File: src/pcs_consts.vh
// Constants for the PCM serial port of the single-channel A-law codec.
// Included by the design files; definitions only.
`ifndef PCS_CONSTS_VH
`define PCS_CONSTS_VH
`define PCS_WORD_BITS 8
`define PCS_CNT_W 4
`define PCS_LAST_BIT 4'h7
`define PCS_NINTH_BIT 4'h8
`define PCS_SIGN_POS 7
`define PCS_CHORD_HI 6
`define PCS_CHORD_LO 4
`define PCS_STEP_HI 3
`define PCS_STEP_LO 0
`define PCS_SIGN_POS_VAL 1'h1
`define PCS_NULL_CYC 4'h3
`define PCS_CONV_CYC 4'hC
`define PCS_PIN_LANES 4
`define PCS_LANE_TXS 0
`define PCS_LANE_TXC 1
`define PCS_LANE_RXS 2
`define PCS_LANE_RXC 3
`endif

File: src/pcs_edge_sync.v
// Two-flop synchroniser with rising and falling edge detect.
// Assumes the input is asynchronous to clk.
`timescale 1ns/1ps
module pcs_edge_sync (
  input wire clk,
  input wire rstn,
  input wire asyncIn,
  output wire level,
  output wire rise,
  output wire fall
);
  reg meta_q;
  reg sync_q;
  reg last_q;
  always @(posedge clk or negedge rstn) begin
    if (!rstn) begin
      meta_q <= 1'b0;
      sync_q <= 1'b0;
      last_q <= 1'b0;
    end else begin
      meta_q <= asyncIn;
      sync_q <= meta_q;
      last_q <= sync_q;
    end
  end
  assign level = sync_q;
  assign rise = sync_q & ~last_q;
  assign fall = ~sync_q & last_q;
endmodule // pcs_edge_sync

File: src/pcs_serial_port.v
// PCM serial port of a single-channel A-law codec: transmit shifter,
// receive shifter and a stand-in conversion sequencer on the master clock.
// Assumes syncs and bit clocks come from an external controller.
`timescale 1ns/1ps
`include "pcs_consts.vh"

module pcs_serial_port (
  input wire clk,
  input wire rstn,
  input wire txFrameStrobe,
  input wire txBitClock,
  output wire txData,
  output wire txDataOe,
  input wire rxFrameStrobe,
  input wire rxBitClock,
  input wire rxData,
  input wire [7:0] adcSample,
  output wire adcStart,
  output wire adcNull,
  output wire [7:0] dacWord,
  output wire dacStart,
  output wire rxWordValid
);
  wire txSyncLvl;
  wire txSyncRise;
  wire txSyncFall;
  wire txClkLvl;
  wire txClkRise;
  wire rxSyncLvl;
  wire rxSyncRise;
  wire rxSyncFall;
  wire rxClkLvl;
  wire rxClkRise;

  wire [3:0] pinAsync;
  wire [3:0] pinLvl;
  wire [3:0] pinRise;
  wire [3:0] pinFall;
  reg rxDataMeta_q;
  reg rxDataSync_q;

  // All link pins are asynchronous to clk, so each passes two flops
  // Bit clock lanes leave their falling edge unread
  assign pinAsync = {rxBitClock, rxFrameStrobe, txBitClock, txFrameStrobe};
  genvar g;
  generate
    for (g = 0; g < `PCS_PIN_LANES; g = g + 1) begin : gPinSync
      pcs_edge_sync uEdge (
        .clk(clk),
        .rstn(rstn),
        .asyncIn(pinAsync[g]),
        .level(pinLvl[g]),
        .rise(pinRise[g]),
        .fall(pinFall[g])
      );
    end
  endgenerate

  assign txSyncLvl = pinLvl[`PCS_LANE_TXS];
  assign txSyncRise = pinRise[`PCS_LANE_TXS];
  assign txSyncFall = pinFall[`PCS_LANE_TXS];
  assign txClkLvl = pinLvl[`PCS_LANE_TXC];
  assign txClkRise = pinRise[`PCS_LANE_TXC];
  assign rxSyncLvl = pinLvl[`PCS_LANE_RXS];
  assign rxSyncRise = pinRise[`PCS_LANE_RXS];
  assign rxSyncFall = pinFall[`PCS_LANE_RXS];
  assign rxClkLvl = pinLvl[`PCS_LANE_RXC];
  assign rxClkRise = pinRise[`PCS_LANE_RXC];

  always @(posedge clk or negedge rstn) begin
    if (!rstn) begin
      rxDataMeta_q <= 1'b0;
      rxDataSync_q <= 1'b0;
    end else begin
      rxDataMeta_q <= rxData;
      rxDataSync_q <= rxDataMeta_q;
    end
  end

  // Transmit section
  reg [7:0] txShift_q;
  reg [7:0] txShift_d;
  reg [3:0] txCnt_q;
  reg [3:0] txCnt_d;
  reg txOut_q;
  reg txOut_d;
  reg txOe_q;
  reg txOe_d;
  reg [7:0] txHold_q;
  reg [7:0] txHold_d;
  reg txFirst_q;
  reg txFirst_d;

  wire txClkEdge;
  wire txLateEdge;
  wire txShiftEdge;
  assign txClkEdge = txSyncLvl & txClkRise;
  // A sync rise while the bit clock is already high stands in for the first edge
  assign txLateEdge = txSyncRise & txClkLvl;
  assign txShiftEdge = txClkEdge | txLateEdge;

  always @* begin
    txShift_d = txShift_q;
    txCnt_d = txCnt_q;
    txOut_d = txOut_q;
    txOe_d = txOe_q;
    txFirst_d = txFirst_q;
    // Each frame reloads the shifter from the last finished conversion
    if (txSyncRise) begin
      txOe_d = 1'b1;
      // Sign bit shows as soon as the driver turns on
      txOut_d = txHold_q[`PCS_SIGN_POS];
      txShift_d = txHold_q;
      txCnt_d = {`PCS_CNT_W{1'b0}};
      txFirst_d = 1'b1;
    end
    if (txShiftEdge && txCnt_d <= `PCS_LAST_BIT) begin
      // Sign bit leaves first, MSB-first through chord and step
      txOut_d = txFirst_d ? txShift_d[`PCS_SIGN_POS] : txShift_q[`PCS_SIGN_POS - 1];
      if (!txFirst_d) begin
        txShift_d = {txShift_q[`PCS_SIGN_POS - 1:0], 1'b0};
      end
      txFirst_d = 1'b0;
      txCnt_d = txCnt_d + 4'h1;
    end
    if (txSyncFall || !txSyncLvl) begin
      txOe_d = 1'b0;
      // Parked low so a stale bit never shows at the next enable
      txOut_d = 1'b0;
    end
  end

  always @(posedge clk or negedge rstn) begin
    if (!rstn) begin
      txShift_q <= 8'h00;
      txCnt_q <= 4'h0;
      txOut_q <= 1'b0;
      txOe_q <= 1'b0;
      txFirst_q <= 1'b0;
    end else begin
      txShift_q <= txShift_d;
      txCnt_q <= txCnt_d;
      txOut_q <= txOut_d;
      txOe_q <= txOe_d;
      txFirst_q <= txFirst_d;
    end
  end

  assign txData = txOut_q;
  assign txDataOe = txOe_q;

  // Conversion sequencer: clocked by clk alone, no relation to bit clocks
  localparam CV_IDLE = 2'b00;
  localparam CV_NULL = 2'b01;
  localparam CV_CONV = 2'b10;
  localparam CV_DONE = 2'b11;

  reg [1:0] cvState_q;
  reg [1:0] cvState_d;
  reg [3:0] cvCnt_q;
  reg [3:0] cvCnt_d;
  reg cvPend_q;
  reg cvPend_d;

  always @* begin
    cvState_d = cvState_q;
    cvCnt_d = cvCnt_q;
    // A sync rise during a busy conversion waits in the pending flag
    cvPend_d = cvPend_q | txSyncRise;
    txHold_d = txHold_q;
    case (cvState_q)
      CV_IDLE: begin
        if (cvPend_q) begin
          cvPend_d = txSyncRise;
          cvState_d = CV_NULL;
          cvCnt_d = 4'h0;
        end
      end
      CV_NULL: begin
        cvCnt_d = cvCnt_q + 4'h1;
        if (cvCnt_q == `PCS_NULL_CYC) begin
          cvState_d = CV_CONV;
          cvCnt_d = 4'h0;
        end
      end
      CV_CONV: begin
        cvCnt_d = cvCnt_q + 4'h1;
        if (cvCnt_q == `PCS_CONV_CYC) begin
          cvState_d = CV_DONE;
        end
      end
      default: begin
        // Held word is sign, chord, step as the converter produced it
        txHold_d = adcSample;
        cvState_d = CV_IDLE;
      end
    endcase
  end

  always @(posedge clk or negedge rstn) begin
    if (!rstn) begin
      cvState_q <= CV_IDLE;
      cvCnt_q <= 4'h0;
      cvPend_q <= 1'b0;
      txHold_q <= 8'h00;
    end else begin
      cvState_q <= cvState_d;
      cvCnt_q <= cvCnt_d;
      cvPend_q <= cvPend_d;
      txHold_q <= txHold_d;
    end
  end

  assign adcStart = (cvState_q == CV_IDLE) & cvPend_q;
  // Null drives magnitude path only; the sign comparator is left alone
  assign adcNull = (cvState_q == CV_NULL);

  // Receive section
  reg [7:0] rxShift_q;
  reg [7:0] rxShift_d;
  reg [3:0] rxCnt_q;
  reg [3:0] rxCnt_d;
  reg rxMaster_q;
  reg rxMaster_d;
  reg [7:0] dac_q;
  reg [7:0] dac_d;
  reg dacStart_q;
  reg dacStart_d;

  wire rxClkEdge;
  wire rxLateEdge;
  wire rxShiftEdge;
  assign rxClkEdge = rxSyncLvl & rxClkRise;
  assign rxLateEdge = rxSyncRise & rxClkLvl;
  assign rxShiftEdge = rxClkEdge | rxLateEdge;

  always @* begin
    rxShift_d = rxShift_q;
    rxCnt_d = rxCnt_q;
    rxMaster_d = rxMaster_q;
    dac_d = dac_q;
    dacStart_d = 1'b0;
    if (rxSyncRise) begin
      rxCnt_d = 4'h0;
    end
    // Master follows data while the internal clock is low
    if (!rxClkLvl) begin
      rxMaster_d = rxDataSync_q;
    end
    // Bits past the eighth are dropped; the count marks a short word
    if (rxShiftEdge && rxCnt_d < `PCS_NINTH_BIT) begin
      // First bit is taken with sync and clock both high
      rxShift_d = {rxShift_q[`PCS_SIGN_POS - 1:0], rxClkRise ? rxMaster_q : rxDataSync_q};
      rxCnt_d = rxCnt_d + 4'h1;
    end
    // A short word still goes to the converter; rxWordValid stays low
    if (rxSyncFall) begin
      dac_d = rxShift_q;
      dacStart_d = 1'b1;
    end
  end

  always @(posedge clk or negedge rstn) begin
    if (!rstn) begin
      rxShift_q <= 8'h00;
      rxCnt_q <= 4'h0;
      rxMaster_q <= 1'b0;
      dac_q <= 8'h00;
      dacStart_q <= 1'b0;
    end else begin
      rxShift_q <= rxShift_d;
      rxCnt_q <= rxCnt_d;
      rxMaster_q <= rxMaster_d;
      dac_q <= dac_d;
      dacStart_q <= dacStart_d;
    end
  end

  assign dacWord = dac_q;
  assign dacStart = dacStart_q;
  assign rxWordValid = dacStart_q & (rxCnt_q == `PCS_NINTH_BIT);
endmodule // pcs_serial_port

File: config.mk
export PLATFORM = sky130hd
export DESIGN_NAME = pcs_serial_port
export DESIGN_NICKNAME = d
export VERILOG_FILES = /design/src/pcs_edge_sync.v /design/src/pcs_serial_port.v
export VERILOG_INCLUDE_DIRS = /design/src
export SDC_FILE = /design/constraint.sdc
export NUM_CORES = 1
export LEC_CHECK = 0
export BUFFER_PORTS_ARGS = -buffer_cell sky130_fd_sc_hd__buf_2
export CORE_AREA = 2 2 74 76
export CTS_BUF_LIST = sky130_fd_sc_hd__clkbuf_8
export CTS_CLUSTER_DIAMETER = 150
export DETAILED_ROUTE_END_ITERATION = 6
export DIE_AREA = 0 0 76 78
export GPL_TIMING_DRIVEN = 0
export PLACE_DENSITY = 0.74
export SYNTH_ARGS = -nofsm -noshare
export SYNTH_HDL_FRONTEND = slang
export SYNTH_SLANG_ARGS = --single-unit
export TNS_END_PERCENT = 30
File: constraint.sdc
create_clock -name clk -period 1.6 [get_ports clk]
set_input_delay 0.32 -clock clk [delete_from_list [all_inputs] [get_ports clk]]
set_output_delay 0.32 -clock clk [all_outputs]
set_load 0.02 [all_outputs]
==> metrics.cfg <==
[status]
status = completed

[sta]
setup_viol = 0
whs_ns = 0.06793
setup-tns-final_ns = 0
timing.final.crit_share_pct = 97.83
fin_skew_ns = 0.004385
rsz0062_at_grt = true
fin_crit_ns = 1.565
finalHoldViolations = 0
maxSlewViolCount = 0
max_clock_freq_ghz = 0.6389
worst_pin_slew_ns = 0.7872
slew_headroom_pct = 47.52

[floorplanning]
core-area_sq_um = 5042
fp.dieW_microns = 76
die_h_microns = 78
rows = 26
io_pins = 29
initial_core_util_pct = 54.19
dieArea_sq_um = 5928

[logic_synthesis]
synth.cell_area_sq_um = 2733
seq_area_frac_synth_pct = 60.44
synthArstFlopShare_pct = 100.0
ys.warnings.count = 0
netlist-cell-type-count = 31
synthTopCellsByCount = dfrtp_1, mux2_2, nand2_1
yosysTopAreaCell = dfrtp_1
ys_seq_elements = 66
synth_flop_cell = dfrtp_1
post-synth-top-count-cell = dfrtp_1
avgSynthCellArea_sq_um = 12.95
synth.top_cell.area_share_pct = 60.44
syn_inst = 211
synth_area_leaders = dfrtp_1, mux2_2, ha_1
synth_edf_count = 0
syn-num-nets = 235

[clock_network]
cts_sinks = 66
insertion_delay_ns = 0.33
clockRootBuffer = clkbuf_8
cts.reportedPaths.clkPinSlew_ns = 0.07
clockBufferDepth = 2
cts_buffers = 9
tritoncts = built
htreeDepth = 3

[critical_path]
worstSetupPathType = reg2out
start_kind = flop
crit_fanout = 5
arrival_ns = 1.25
end_kind = output pin
worstPathRequired_ns = 1.28

[global_routing]
grt_pass1_vias = 1757
grt_usage_pct = 16.66
grt_max_degree = 67
antenna_found_initial = 0
gr-total-overflow = 0
grt_pass1_wl_microns = 7665

[place]
gp_congestion = 0.7405
portBuffers = 28
dp_hpwl_microns = 2801

[drt]
routed_wl_microns = 4327
wire_per_inst_microns = 13.15
dr.pass1.iters = 4
viasPerCell = 5.143
drc_errors = 0
vias = 1692
drt-initial-drc-count = 121
drtAntennaViolNets = 0

[final_layout]
n_antenna_cell = 0
final_net_count = 278
layout-drive-gt1-share_pct = 33.59
utilization_pct = 64.12
area_growth_pct = 18.31

[pwr]
ir_drop_v = 0.001009
leakage_uw = 0.001540
p_per_area_nw_per_um2 = 1689

[job]
maxCapViolCount = 0

[hold_path]
worst_hold_path_type = in2async

timing repair:
action / in CTS / in global routing
resized for setup: 5 / 7
pin swaps: 1 / 0
hold buffers: 0 / 0
hold endpoints to repair: 0 / 0
endpoints found under the setup margin: 2 / 8
setup buffers: 2 / 2
layout make-up:
type / count / area, sq um
Fill cell: 408 / 1809
Sequential cell: 66 / 1652
Multi-Input combinational cell: 131 / 1033
Timing Repair Buffer: 32 / 181.4
Clock buffer: 11 / 151.4
Tap cell: 70 / 87.58
Buffer: 6 / 51.30
Clock inverter: 5 / 46.29
Inverter: 8 / 30.03
per-layer routing:
layer	GRT usage (%)	vias to the layer above	routed length (microns)
met3	3.953	10	170
met5	0	-	0
met4	10.55	0	84
met2	27.14	34	2079
met1	20.09	836	1992
li1	-	812	-
per-stage QoR:
step	total power (uW)	setup WS, ns	cell area [sq um]	instances
floorplan	3539	0.1214	2733	211
global placement	3894	-0.03174	2960	309
finish	5461	0.03478	3233	329
global route	5830	-0.01872	3233	329
detailed placement	3958	0.01756	2963	309
CTS	5435	-0.007057	3191	327
logic make-up (layout without fill, tap and decap cells):
family / count (synthesis) / after routing / synth area share [%]
flip-flops: 66 / 66 / 60.44
AND/OR/NAND/NOR: 55 / 55 / 10.44
multiplexers: 37 / 37 / 15.52
AO/OA/AOI/OAI: 26 / 26 / 5.220
buffers and inverters: 14 / 62 / 2.976
adder cells (fa/ha/maj): 9 / 9 / 4.121
XOR/XNOR: 4 / 4 / 1.282
worst max-delay path, cell delays in order, from the launching register on:
cell     delay, ns
dfrtp_1       0.39
inv_2         0.09
ha_4          0.16
and2_1        0.15
buf_6         0.12
final timing paths:
path / startpoint / endpoint / slack, ns / cells after the start
worst max-delay path: cvState_q[0] / adcStart / 0.03 / 4
worst min-delay path: rstn / rxShift_q[7] / 0.07 / 1
worst max register to register: gPinSync[0].uEdge.last_q / txCnt_q[1] / 0.11 / 4
worst min register to register: rxDataMeta_q / rxDataSync_q / 0.35 / 0
max in group asynchronous: rstn / gPinSync[2].uEdge.meta_q / 1.01 / 1
min in group clk: txFrameStrobe / gPinSync[0].uEdge.meta_q / 0.09 / 1
cells in the final DEF, fill, tap and decap left out, drive strengths merged:
cell type / instances
a21boi: 1
a21oi: 5
a41oi: 2
and2: 5
and3: 4
and3b: 1
and4b: 1
buf: 38
bufinv: 1
clkbuf: 11
clkinv: 1
dfrtp: 66
ha: 9
inv: 11
mux2: 28
mux2i: 9
nand2: 18
nand2b: 5
nand3: 6
nand4: 2
nor2: 8
nor2b: 1
nor3b: 2
nor4b: 1
o21ai: 17
o21bai: 1
or2b: 1
xnor2: 1
xor2: 3
registers in the layout, summed over array words and instances (netlist names), 2 cells and up:
name and count:
cvCnt_q 4, cvState_q 2, dacWord 8, gPinSync.uEdge.last_q 4
gPinSync.uEdge.level 4, gPinSync.uEdge.meta_q 4, rxCnt_q 4, rxShift_q 8
txCnt_q 4, txHold_q 8, txShift_q 8
where the power goes:
| part | internal [uW] | switching (uW) | total (uW) |
|---|---|---|---|
| sequential | 2180 | 299 | 2480 |
| combinational | 837 | 770 | 1610 |
| clock | 786 | 592 | 1380 |
| total | 3800 | 1660 | 5460 |
No activity file was read; power rests on OpenSTA's default activity.
